### src/logic/i2c_seq_pkg.sv
// constants and types shared by the two-wire master sequence controller
package i2c_seq_pkg;

  // register byte offsets
  localparam logic [7:0] CTRL_OFF = 8'h00;
  localparam logic [7:0] STATUS_OFF = 8'h04;
  localparam logic [7:0] RXDATA_OFF = 8'h08;

  // bus_sequence_control field positions
  localparam int START_GO_BIT = 0;
  localparam int RESTART_GO_BIT = 1;
  localparam int STOP_GO_BIT = 2;
  localparam int RX_GO_BIT = 3;
  localparam int ACK_GO_BIT = 4;
  localparam int ACK_VAL_BIT = 5;
  localparam int GO_W = 5;
  localparam logic [5:0] CTRL_RESET = 6'h00;

  // status register field positions
  localparam int ST_RX_VALID = 0;
  localparam int ST_RX_FULL = 1;
  localparam int ST_BUSY = 2;
  localparam int ST_SCL = 3;
  localparam int ST_SDA = 4;

  // receive data register: byte in the low bits, valid flag above it
  localparam int RX_VALID_BIT = 8;

  // axi response codes
  localparam logic [1:0] RESP_OKAY = 2'h0;
  localparam logic [1:0] RESP_SLVERR = 2'h2;

  // timing: one serial clock period is split into four quarters
  localparam int SCL_PERIOD_NS = 10000;
  localparam int CLK_PERIOD_NS = 40;
  localparam int QTR_RAW = SCL_PERIOD_NS / (4 * CLK_PERIOD_NS);
  localparam int QTR_CYCLES = (QTR_RAW < 2) ? 2 : QTR_RAW;

  // receive path
  localparam int BYTE_W = 8;
  localparam int RX_FIFO_DEPTH = 16;

  // bus sequences the controller can run
  typedef enum logic [2:0] {
    SEQ_IDLE,
    SEQ_START,
    SEQ_RESTART,
    SEQ_STOP,
    SEQ_RX,
    SEQ_ACK
  } seq_e;

endpackage

### src/logic/i2c_master_sequence_control.sv
// two-wire master sequence controller with axi4-lite registers and receive fifo
//
// Notes on behaviour
// - during acknowledge the data line carries ack_value_select: 1 nack, 0 ack
// - writing 1 to ack_sequence_go starts an acknowledge clock on the clock line
// - ack_sequence_go reads 1 while running, hardware clears it at the end
// - master_receive_go clocks in one byte, cleared after the eighth bit
// - stop_condition_go makes a stop condition, cleared when it finishes
// - restart_condition_go makes a repeated start, cleared when it ends
// - start_condition_go makes a start condition, cleared at its end
//
// Added by the designer: register access over AXI4-Lite and the address map.
`timescale 1ns/1ps

// fifo holding received bytes until software reads them
module byte_fifo #(
  parameter int WIDTH = 8,
  parameter int DEPTH = 16
) (
  input wire logic aclk,
  input wire logic aresetn,
  input wire logic ce,
  input wire logic in_valid,
  output logic in_ready,
  input wire logic [WIDTH-1:0] in_data,
  output logic out_valid,
  input wire logic out_ready,
  output logic [WIDTH-1:0] out_data
);
  localparam int AW = (DEPTH > 1) ? $clog2(DEPTH) : 1;

  // elaboration check: pointer wrap logic needs at least two entries
  if (DEPTH < 2 || WIDTH < 1) begin : g_bad_shape
    $error("byte_fifo needs DEPTH >= 2 and WIDTH >= 1");
  end

  typedef struct packed {
    logic [DEPTH-1:0][WIDTH-1:0] mem;
    logic [AW-1:0] wptr;
    logic [AW-1:0] rptr;
    logic [AW:0] count;
  } fifo_s;

  fifo_s r;
  fifo_s n;
  logic push;
  logic pop;

  // handshakes are gated by ce so a frozen fifo never takes an item
  assign in_ready = ce && (r.count != (AW+1)'(DEPTH));
  assign out_valid = (r.count != '0);
  assign out_data = r.mem[r.rptr];
  assign push = in_valid && in_ready;
  assign pop = out_valid && out_ready && ce;

  // next state of pointers, count and storage
  always_comb begin
    n = r;
    if (push) begin
      n.mem[r.wptr] = in_data;
      n.wptr = (r.wptr == AW'(DEPTH - 1)) ? '0 : r.wptr + 1'b1;
    end
    if (pop) begin
      n.rptr = (r.rptr == AW'(DEPTH - 1)) ? '0 : r.rptr + 1'b1;
    end
    if (push && !pop) begin
      n.count = r.count + 1'b1;
    end else if (pop && !push) begin
      n.count = r.count - 1'b1;
    end
  end

  always_ff @(posedge aclk) begin
    if (!aresetn) begin
      r <= '0;
    end else if (ce) begin
      r <= n;
    end
  end
endmodule

// sequence controller top: register slave, bus sequencer, line drivers
module i2c_master_sequence_control #(
  parameter int QTR = i2c_seq_pkg::QTR_CYCLES,
  parameter int FIFO_DEPTH = i2c_seq_pkg::RX_FIFO_DEPTH
) (
  input wire logic aclk,
  input wire logic aresetn,
  input wire logic ce,
  input wire logic s_axi_awvalid,
  output logic s_axi_awready,
  input wire logic [7:0] s_axi_awaddr,
  input wire logic s_axi_wvalid,
  output logic s_axi_wready,
  input wire logic [31:0] s_axi_wdata,
  input wire logic [3:0] s_axi_wstrb,
  output logic s_axi_bvalid,
  input wire logic s_axi_bready,
  output logic [1:0] s_axi_bresp,
  input wire logic s_axi_arvalid,
  output logic s_axi_arready,
  input wire logic [7:0] s_axi_araddr,
  output logic s_axi_rvalid,
  input wire logic s_axi_rready,
  output logic [31:0] s_axi_rdata,
  output logic [1:0] s_axi_rresp,
  input wire logic scl_in,
  output logic scl_out,
  output logic scl_oe,
  input wire logic sda_in,
  output logic sda_out,
  output logic sda_oe
);
  // elaboration check: quarter counter is 16 bits and needs two states
  if (QTR < 2 || QTR > 65535) begin : g_bad_qtr
    $error("QTR must lie between 2 and 65535");
  end

  typedef struct packed {
    logic aw_held;
    logic [7:0] aw_addr;
    logic w_held;
    logic [31:0] wdata;
    logic [3:0] wstrb;
    logic bvalid;
    logic [1:0] bresp;
    logic rvalid;
    logic [31:0] rdata;
    logic [1:0] rresp;
    logic ack_value_select;
    logic [i2c_seq_pkg::GO_W-1:0] go;
    i2c_seq_pkg::seq_e seq;
    logic [1:0] qtr;
    logic [15:0] cnt;
    logic [2:0] bitn;
    logic [7:0] shift;
    logic scl_low;
    logic sda_low;
    logic scl_s1;
    logic scl_s2;
    logic sda_s1;
    logic sda_s2;
  } state_s;

  state_s r;
  state_s n;

  logic aw_take;
  logic w_take;
  logic ar_take;
  logic have_aw;
  logic have_w;
  logic [7:0] wr_addr;
  logic [31:0] wr_data;
  logic [3:0] wr_strb;
  logic adv;
  logic done;
  logic rx_push;
  logic rx_pop;
  logic fifo_in_ready;
  logic fifo_out_valid;
  logic [7:0] fifo_out_data;

  // line levels per quarter, {scl_low, sda_low}
  function automatic logic [1:0] drive(input i2c_seq_pkg::seq_e s, input logic [1:0] q,
                                       input logic ackv);
    logic edge_q;
    edge_q = (q == 2'h0) || (q == 2'h3);
    case (s)
      i2c_seq_pkg::SEQ_START: drive = {q == 2'h3, q != 2'h0};
      i2c_seq_pkg::SEQ_RESTART: drive = {edge_q, q[1]};
      i2c_seq_pkg::SEQ_STOP: drive = {q == 2'h0, q != 2'h3};
      i2c_seq_pkg::SEQ_RX: drive = {edge_q, 1'b0};
      // a set select bit leaves data released, which the slave reads as nack
      i2c_seq_pkg::SEQ_ACK: drive = {edge_q, !ackv};
      default: drive = 2'h0;
    endcase
  endfunction

  // bus handshakes; ce low refuses everything so no item is lost while frozen
  assign s_axi_awready = ce && !r.aw_held && !r.bvalid;
  assign s_axi_wready = ce && !r.w_held && !r.bvalid;
  assign s_axi_arready = ce && !r.rvalid;
  assign aw_take = s_axi_awvalid && s_axi_awready;
  assign w_take = s_axi_wvalid && s_axi_wready;
  assign ar_take = s_axi_arvalid && s_axi_arready;
  assign have_aw = r.aw_held || aw_take;
  assign have_w = r.w_held || w_take;
  assign wr_addr = r.aw_held ? r.aw_addr : s_axi_awaddr;
  assign wr_data = r.w_held ? r.wdata : s_axi_wdata;
  assign wr_strb = r.w_held ? r.wstrb : s_axi_wstrb;

  // reading the receive data register pops one byte
  assign rx_pop = ar_take && ({s_axi_araddr[7:2], 2'h0} == i2c_seq_pkg::RXDATA_OFF);

  // quarter ends when its count expires; a released clock waits until seen high
  assign adv = (r.cnt == 16'(QTR - 1)) && (r.scl_low || r.scl_s2);
  assign done = (r.seq != i2c_seq_pkg::SEQ_IDLE) && adv && (r.qtr == 2'h3) &&
                ((r.seq != i2c_seq_pkg::SEQ_RX) || (r.bitn == 3'h7));
  assign rx_push = done && (r.seq == i2c_seq_pkg::SEQ_RX);

  byte_fifo #(
    .WIDTH(i2c_seq_pkg::BYTE_W),
    .DEPTH(FIFO_DEPTH)
  ) u_rx_fifo (
    .aclk(aclk),
    .aresetn(aresetn),
    .ce(ce),
    .in_valid(rx_push),
    .in_ready(fifo_in_ready),
    .in_data(r.shift),
    .out_valid(fifo_out_valid),
    .out_ready(rx_pop),
    .out_data(fifo_out_data)
  );

  // open drain lines: output level is always low, enable pulls the wire
  assign scl_out = 1'b0;
  assign sda_out = 1'b0;
  assign scl_oe = r.scl_low;
  assign sda_oe = r.sda_low;
  assign s_axi_bvalid = r.bvalid;
  assign s_axi_bresp = r.bresp;
  assign s_axi_rvalid = r.rvalid;
  assign s_axi_rdata = r.rdata;
  assign s_axi_rresp = r.rresp;

  always_comb begin
    n = r;

    // pin synchronisers, second stage is the only one read
    n.scl_s1 = scl_in;
    n.scl_s2 = r.scl_s1;
    n.sda_s1 = sda_in;
    n.sda_s2 = r.sda_s1;

    // sequencer: start one requested sequence from idle
    if (r.seq == i2c_seq_pkg::SEQ_IDLE) begin
      // fixed priority protects against software setting several bits at once
      if (r.go[i2c_seq_pkg::START_GO_BIT]) begin
        n.seq = i2c_seq_pkg::SEQ_START;
      end else if (r.go[i2c_seq_pkg::RESTART_GO_BIT]) begin
        n.seq = i2c_seq_pkg::SEQ_RESTART;
      end else if (r.go[i2c_seq_pkg::STOP_GO_BIT]) begin
        n.seq = i2c_seq_pkg::SEQ_STOP;
      end else if (r.go[i2c_seq_pkg::RX_GO_BIT] && fifo_in_ready) begin
        // a full fifo holds off the receive until software drains a byte
        n.seq = i2c_seq_pkg::SEQ_RX;
      end else if (r.go[i2c_seq_pkg::ACK_GO_BIT]) begin
        n.seq = i2c_seq_pkg::SEQ_ACK;
      end
      n.qtr = 2'h0;
      n.cnt = 16'h0000;
      n.bitn = 3'h0;
      if (n.seq != i2c_seq_pkg::SEQ_IDLE) begin
        {n.scl_low, n.sda_low} = drive(n.seq, 2'h0, r.ack_value_select);
      end
    end else if (done) begin
      // sequence over: hardware clears its go bit, bus clock stays low except after a stop, which leaves it released
      n.seq = i2c_seq_pkg::SEQ_IDLE;
      n.cnt = 16'h0000;
      case (r.seq)
        i2c_seq_pkg::SEQ_START: n.go[i2c_seq_pkg::START_GO_BIT] = 1'b0;
        i2c_seq_pkg::SEQ_RESTART: n.go[i2c_seq_pkg::RESTART_GO_BIT] = 1'b0;
        i2c_seq_pkg::SEQ_STOP: n.go[i2c_seq_pkg::STOP_GO_BIT] = 1'b0;
        i2c_seq_pkg::SEQ_RX: n.go[i2c_seq_pkg::RX_GO_BIT] = 1'b0;
        default: n.go[i2c_seq_pkg::ACK_GO_BIT] = 1'b0;
      endcase
      // data released only after the clock has been low for a quarter
      if (r.seq == i2c_seq_pkg::SEQ_ACK) begin
        n.sda_low = 1'b0;
      end
    end else if (adv) begin
      n.cnt = 16'h0000;
      // sample at the end of the high clock phase, just before the clock falls
      if (r.seq == i2c_seq_pkg::SEQ_RX && r.qtr == 2'h2) begin
        n.shift = {r.shift[6:0], r.sda_s2};
      end
      if (r.qtr == 2'h3) begin
        n.qtr = 2'h0;
        n.bitn = r.bitn + 3'h1;
      end else begin
        n.qtr = r.qtr + 2'h1;
      end
      {n.scl_low, n.sda_low} = drive(r.seq, n.qtr, r.ack_value_select);
    end else if (r.cnt != 16'(QTR - 1)) begin
      // count holds at its end while a slave stretches the clock
      n.cnt = r.cnt + 16'h0001;
    end

    // write channel: address and data taken in either order
    if (aw_take) begin
      n.aw_held = 1'b1;
      n.aw_addr = s_axi_awaddr;
    end
    if (w_take) begin
      n.w_held = 1'b1;
      n.wdata = s_axi_wdata;
      n.wstrb = s_axi_wstrb;
    end
    if (have_aw && have_w) begin
      n.aw_held = 1'b0;
      n.w_held = 1'b0;
      n.bvalid = 1'b1;
      n.bresp = i2c_seq_pkg::RESP_OKAY;
      if ({wr_addr[7:2], 2'h0} == i2c_seq_pkg::CTRL_OFF) begin
        if (wr_strb[0]) begin
          n.ack_value_select = wr_data[i2c_seq_pkg::ACK_VAL_BIT];
          // a set arriving with the hardware clear wins; writing 0 is ignored
          n.go = n.go | wr_data[i2c_seq_pkg::GO_W-1:0];
        end
      end else if ({wr_addr[7:2], 2'h0} == i2c_seq_pkg::STATUS_OFF) begin
        n.bresp = i2c_seq_pkg::RESP_OKAY;
      end else if ({wr_addr[7:2], 2'h0} == i2c_seq_pkg::RXDATA_OFF) begin
        n.bresp = i2c_seq_pkg::RESP_OKAY;
      end else begin
        n.bresp = i2c_seq_pkg::RESP_SLVERR;
      end
    end
    if (r.bvalid && s_axi_bready) begin
      n.bvalid = 1'b0;
    end

    // read channel: one cycle answer, registered data
    if (ar_take) begin
      n.rvalid = 1'b1;
      n.rresp = i2c_seq_pkg::RESP_OKAY;
      n.rdata = 32'h0000_0000;
      if ({s_axi_araddr[7:2], 2'h0} == i2c_seq_pkg::CTRL_OFF) begin
        n.rdata[i2c_seq_pkg::ACK_VAL_BIT] = r.ack_value_select;
        n.rdata[i2c_seq_pkg::GO_W-1:0] = r.go;
      end else if ({s_axi_araddr[7:2], 2'h0} == i2c_seq_pkg::STATUS_OFF) begin
        n.rdata[i2c_seq_pkg::ST_RX_VALID] = fifo_out_valid;
        n.rdata[i2c_seq_pkg::ST_RX_FULL] = !fifo_in_ready;
        n.rdata[i2c_seq_pkg::ST_BUSY] = (r.seq != i2c_seq_pkg::SEQ_IDLE);
        n.rdata[i2c_seq_pkg::ST_SCL] = r.scl_s2;
        n.rdata[i2c_seq_pkg::ST_SDA] = r.sda_s2;
      end else if ({s_axi_araddr[7:2], 2'h0} == i2c_seq_pkg::RXDATA_OFF) begin
        n.rdata[i2c_seq_pkg::RX_VALID_BIT] = fifo_out_valid;
        n.rdata[7:0] = fifo_out_valid ? fifo_out_data : 8'h00;
      end else begin
        n.rresp = i2c_seq_pkg::RESP_SLVERR;
      end
    end else if (r.rvalid && s_axi_rready) begin
      n.rvalid = 1'b0;
    end
  end

  // single register of all state; ce low freezes everything
  always_ff @(posedge aclk) begin
    if (!aresetn) begin
      r <= '0;
    end else if (ce) begin
      r <= n;
    end
  end
endmodule

### config.mk
export PLATFORM = sky130hd
export DESIGN_NAME = i2c_master_sequence_control
export DESIGN_NICKNAME = d
export VERILOG_FILES = /design/src/logic/i2c_seq_pkg.sv /design/src/logic/i2c_master_sequence_control.sv
export SDC_FILE = /design/constraint.sdc
export NUM_CORES = 1
export LEC_CHECK = 0
export ABC_AREA = 1
export BUFFER_PORTS_ARGS = -buffer_cell sky130_fd_sc_hd__buf_2
export CAP_MARGIN = 10
export CORE_MARGIN = 2
export CORE_UTILIZATION = 45
export CTS_CLUSTER_DIAMETER = 150
export DETAILED_ROUTE_END_ITERATION = 7
export GPL_ROUTABILITY_DRIVEN = 0
export PLACE_DENSITY = 0.65
export SYNTH_ARGS = -nofsm -noshare
export SYNTH_HDL_FRONTEND = slang
export SYNTH_SLANG_ARGS = --single-unit
### constraint.sdc
create_clock -name aclk -period 5.4 [get_ports aclk]
set_input_delay 1.08 -clock aclk [delete_from_list [all_inputs] [get_ports aclk]]
set_output_delay 1.08 -clock aclk [all_outputs]
set_load 0.1 [all_outputs]
After elaboration in Yosys (flattened, before gate mapping)
Cells that the tools add are included.
Cells by class
  bitwise logic cells: 3
  equality and inequality tests: 27
  reductions and logical operators: 78
  add/sub/neg operators: 7
  $lt $le $gt $ge: 3
  multiplexer cells: 68
Operators with widths (number)
  $bwmux 128: 1
  $mux 16: 3
  $mux 8: 6
  $mux 37: 1
  $mux 5: 7
  $bmux 8 s4: 1
  $demux 8 s4: 1
  $mux 2: 14
  $mux 3: 9
  $logic_and 1x1->1: 26
  $reduce_and 2->1: 13
  $mux 24: 1
  $mux 9: 2
  $reduce_bool 2->1: 9
  $add 16x1->16 const B: 1
  $eq 16x6->1 const B: 1
  $ne 16x6->1 const B: 1
  $reduce_and 4->1: 4
  $eq 3x3->1 const B: 5
  $mux 1: 13
  $mux 13: 1
  $eq 3x2->1 const B: 4
  $eq 6x1->1 const B: 2
  $eq 6x2->1 const B: 2
  34 further kinds: 58
Storage, ports and cells
  bits in registers: 246
  logic and storage cells: 228
  output and inout bits: 45
  input port bits: 62

Depth between registers and ports, before layout
  depth after elaboration: 13
  depth in mapped cells: 20
  gate-level depth less buffers: 19

Modules after synthesis
Synthesis repeated with hierarchy kept, for this count alone.
Unflattened totals
  cells, all modules: 1849
  area total of the unflattened synthesis: 11752.5 um^2
By module, submodules not included
  byte_fifo: seq. area each 2822.7 um^2, area each 7532.2 um^2, cells each 1224, instances 1
  i2c_master_sequence_control: seq. area each 1441.4 um^2, area each 4220.3 um^2, cells each 625, instances 1

Worst setup path before layout
No wires, ideal clock.
  path kind: input to register
  start: in ce
  end: reg r[38] in the netlist's numbering
  path slack: 0.664 ns
  arrival: 4.666 ns
  path buffers: 0
  stages: 10
  setup time: 0.070 ns
  cells stage by stage: inv_1 nor3_1 nand2_1 nand2_1 nand2_1 nor2_1 nand2_1 inv_1 o211ai_1 a21oi_1
Between the ends
  longest elaborated chain between the ends: 6
Ends and longest elaborated chain
  start, declared: RTL line i2c_master_sequence_control.sv:89  | input wire logic ce,
  $logic_and 1x1->1 (2 in a row): RTL line i2c_master_sequence_control.sv:181  | assign s_axi_awready = ce && !r.aw_held && !r.bvalid;
  via s_axi_awready: RTL line i2c_master_sequence_control.sv:91  | output logic s_axi_awready,
  $logic_and 1x1->1: RTL line i2c_master_sequence_control.sv:184  | assign aw_take = s_axi_awvalid && s_axi_awready;
  $logic_or 1x1->1: RTL line i2c_master_sequence_control.sv:187  | assign have_aw = r.aw_held || aw_take;
  $logic_and 1x1->1: RTL line i2c_master_sequence_control.sv:301  | if (have_aw && have_w) begin
  $mux 5: RTL line i2c_master_sequence_control.sv:301
  end signal, assigned: RTL line i2c_master_sequence_control.sv:354  | r <= n;
  end, declared: RTL line i2c_master_sequence_control.sv:145  | state_s r;
The timed path passes the listed nets, and every way through them passes these cells.
A chain may end at the register's enable or synchronous reset.

Worst setup path in the final report
  start: in ce
  end: reg u_rx_fifo.r[4] in the netlist's numbering
Between the ends
  longest elaborated chain between the ends: 9
Ends and longest elaborated chain
  $logic_and 1x1->1: RTL line i2c_master_sequence_control.sv:183  | assign s_axi_arready = ce && !r.rvalid;
  $logic_and 1x1->1: RTL line i2c_master_sequence_control.sv:186  | assign ar_take = s_axi_arvalid && s_axi_arready;
  $logic_and 1x1->1: RTL line i2c_master_sequence_control.sv:194  | assign rx_pop = ar_take && ({s_axi_araddr[7:2], 2'h0} == i2c_seq_pkg::RXDATA_OFF);
  $logic_and 1x1->1 (2 in a row): RTL line i2c_master_sequence_control.sv:54  | assign pop = out_valid && out_ready && ce;
  $logic_not 1->1: RTL line i2c_master_sequence_control.sv:66  | if (push && !pop) begin
  $logic_and 1x1->1: RTL line i2c_master_sequence_control.sv:66
  $reduce_bool 2->1 (no source line)
  $reduce_and 2->1 (no source line)
  end signal, assigned: RTL line i2c_master_sequence_control.sv:77  | r <= n;
  end, declared: RTL line i2c_master_sequence_control.sv:44  | fifo_s r;
Parallel ways exist; a longest one is shown, timed or not.

==> impl_results.md <==
- Run status: finished, final reports clean
- Internal power: 0.00267 W
- Max VDD drop: 221 uV
- Fin crit share: 65.9%
- Largest delay contributor family on the critical path: simple AND/OR/NAND/NOR gates
- P&R area growth vs syn: 7.66%
- Setup ws final: 1.84 ns
- Antenna-violating nets left: 0
- Htree depth: 1
- Iteration-0 DRC count of the detailed router: 648
- Crit-path max cell delay: 0.40 ns
- WS Path Type: primary input to flip-flop
- Clock-pin slew on the worst setup and hold paths: 0.06 ns
- Worst-path cell chain: buf_2 > inv_1 > nor2_1 > nand2_1 > clkinv_1 > nand2_1 > ha_1 > inv_1 > ha_1 > a21oi_1 > nor2_1 > nor2_1 > inv_1 > o21ai_0 > o21ai_0 > a21oi_1
- Placed Area: 0.0114 mm2
- Nets@finish: 1817
- Tightest Hold Check Type: flip-flop to flip-flop
- CP Capture Type: flip-flop
- Num CTS Buffers: 25
- CTS tree: done
- Yosys warns: 0
- Crit-path slowest cell: nand2_1
- GRT Total Usage: 21.1%
- Setup Skew: 0.0199 ns
- Remaining DRCs: 0
- Fraction of layout cells with a size suffix above 1: 7.29%
- Hold Worst Slack: 0.451 ns
- Commonest cells after routing, fill and taps aside: 440 x nand2_1, 374 x nor2_1, 221 x inv_1
- Setup crit start kind: primary input
- Logic pwr share: 6.9%
- Final setup viols: 0
- Worst Path Max Fanout: 11
- Asr flop ratio synth: 0%
- Seq pwr share: 45.0%
- Mean Syn Cell Area: 6.49 um2
- Number of library cell types mapped by synthesis: 40
- Worst path bufs/invs: 5
- Hold buffers post-CTS: 0
- Initial Util: 45.5%
- Number of synthesized flops with an enable pin: 0
- Final HPWL DP: 18000 um
- RSZ-0062 raised after global routing: no
- Vias in the first global route: 9065
- Cts repair resizes: 0
- FF+latch count, synth: 213
- DR vias: 10100
- Clock tree buffer depth: 3
- Initial DRT Pass Iterations: 5
- Fill cell count: 2576
- Leak: 6.27 nW
- Slew Limit Headroom: 32.6%
- FMAX: 0.281 GHz
- Placed Cells: 2041
- DIE WIDTH: 163 um
- Post-Layout Cell Count: 2086
- Final setup TNS: 0 ns
- Core box area: 0.0250 mm2
- Vias/cell: 4.85
- Measured slew at the worst slew-check pin: 1.01 ns
- Die outline area: 0.0266 mm2
- Final Slew Violations: 0
- Die height: 163 um
- Clk pwr share: 48.1%
- Sw power: 0.000893 W
- Synth Instances: 1756
- Most common cell after layout, fill and taps aside: nand2_1
- Final Hold Vio Count: 0
- Worst skew pair latency: 0.53 ns
- Sequential share of the synthesized area: 37.4%
- Largest net degree at the start of global routing: 103
- # clock sinks: 213
- Top_reg_cell synth: dfxtp_1
- Pre-CTS setup slack: 1.34 ns
- Critical path required time: 5.85 ns
- Power Density: 290 mW/mm2
- Port Buf Inserts: 46
- Final min period: 3.56 ns
- Synth Cell Area: 0.0114 mm2
- Overflow after GRT: 0
- CP Data Arrival Time: 4.01 ns
- I/O pin count: 107
- First-pass GRT wire length: 45700 um
- Number of max-cap violations: 0
- Sw Ratio: 25.1%
- Total Wirelength: 27800 um
- Total setup buffers inserted after CTS: 0
- Initial antenna violation count: 0
- DR WL/cell: 13.3 um
- Root buffer cell: clkbuf_16
- Row cnt: 58
- Post-route cell area: 0.0123 mm2
- Ant diodes: 0
[per-stage QoR]
stage	total power [W]	util, %
2_1_floorplan	0.00186	-
3_3_place_gp	0.00188	45.6
3_5_place_dp	0.00188	45.6
4_1_cts	0.00360	49.0
5_1_grt	0.00368	49.0
6_report	0.00356	49.0
[worst min-delay path, cell delays in order, from the launching register on]
cell     delay [ns]
dfxtp_1        0.31
inv_1          0.05
a21oi_1        0.05
[registers in the layout, indices dropped and copies added (netlist names)]
name and flops:
s_axi_bvalid 1, r 55, s_axi_bresp 1, s_axi_rdata 9, u_rx_fifo.r 141, sda_oe 1, s_axi_rvalid 1, s_axi_rresp 1
scl_oe 1, n 2
[power by group through the flow]
stage	Clock, W	Combinational, W	Sequential (W)
2_1_floorplan	0	0.000222	0.00164
3_5_place_dp	0	0.000245	0.00164
6_report	0.00171	0.000245	0.00160
3_3_place_gp	0	0.000243	0.00164
5_1_grt	0.00181	0.000265	0.00160
4_1_cts	0.00175	0.000245	0.00160
[synth_stat cells (2+ instances only)]
library cell	count	area share, %
nor3b_1	2	0.13
or2_2	3	0.16
inv_1	221	7.3
nor3_1	11	0.48
buf_2	8	0.35
o211ai_1	31	2.0
dfxtp_1	213	37
buf_1	18	0.59
nand3_1	58	2.5
nand3_4	14	2.2
o21a_1	6	0.40
nor2_1	374	12
buf_4	39	2.6
a21oi_1	95	4.2
nand4_1	19	1.0
nor2_4	3	0.30
buf_6	17	1.7
o22ai_1	2	0.11
xor2_1	5	0.38
nand2_1	440	14
clkinv_1	3	0.099
nand4_4	3	0.56
ha_1	16	1.8
nand3b_1	2	0.13
inv_2	7	0.23
o21ai_0	89	3.9
a211oi_1	2	0.13
clkbuf_1	41	1.4
o2111ai_1	3	0.23
[final timing paths]
path / endpoint / cells after the start / slack (ns) / from
max: u_rx_fifo.r[4]$_SDFFE_PN0P_ / 16 / 1.84 / ce
max reg2reg: u_rx_fifo.r[4]$_SDFFE_PN0P_ / 19 / 2.04 / r[14]$_SDFFE_PN0P_
min reg2reg: r[124]$_SDFFE_PN0P_ / 2 / 0.45 / r[124]$_SDFFE_PN0P_
min: r[124]$_SDFFE_PN0P_ / 2 / 0.45 / r[124]$_SDFFE_PN0P_
[per-layer routing]
layer  track usage, %  wire length [um]  part of all wire [%]  up-vias
li1                 -                 -                     -     5331
met1             29.4             13700                    49     4527
met2             34.6             12300                    44      218
met3             2.74              1350                   4.8       43
met4             5.27               533                   1.9        0
met5                0                 0                     0        -
[cells by family (layout without fill, tap and decap cells)]
| family | Yosys count | in the layout | synth area share [%] |
|---|---|---|---|
| and+or+nand+nor | 932 | 932 | 34.5 |
| buffers and inverters | 355 | 329 | 14.3 |
| AOI/OAI and AO/OA | 232 | 232 | 11.3 |
| DFF | 213 | 213 | 37.4 |
| adders and majority gates | 17 | 17 | 1.93 |
| xor gates and xnor gates | 6 | 6 | 0.461 |
| other | 1 | 27 | 0.0329 |
[cell type report]
cell class / count / area (um2) / area share, %
Timing Repair Buffer: 53 / 285 / 2.33
Sequential cell: 213 / 4270 / 34.8
Inverter: 231 / 867 / 7.07
Multi-Input combinational cell: 1214 / 5590 / 45.6
Clock buffer: 35 / 733 / 5.98
Tap cell: 330 / 413 / 3.37
Clock inverter: 10 / 108 / 0.877
Power figures use the tool's default switching activity.
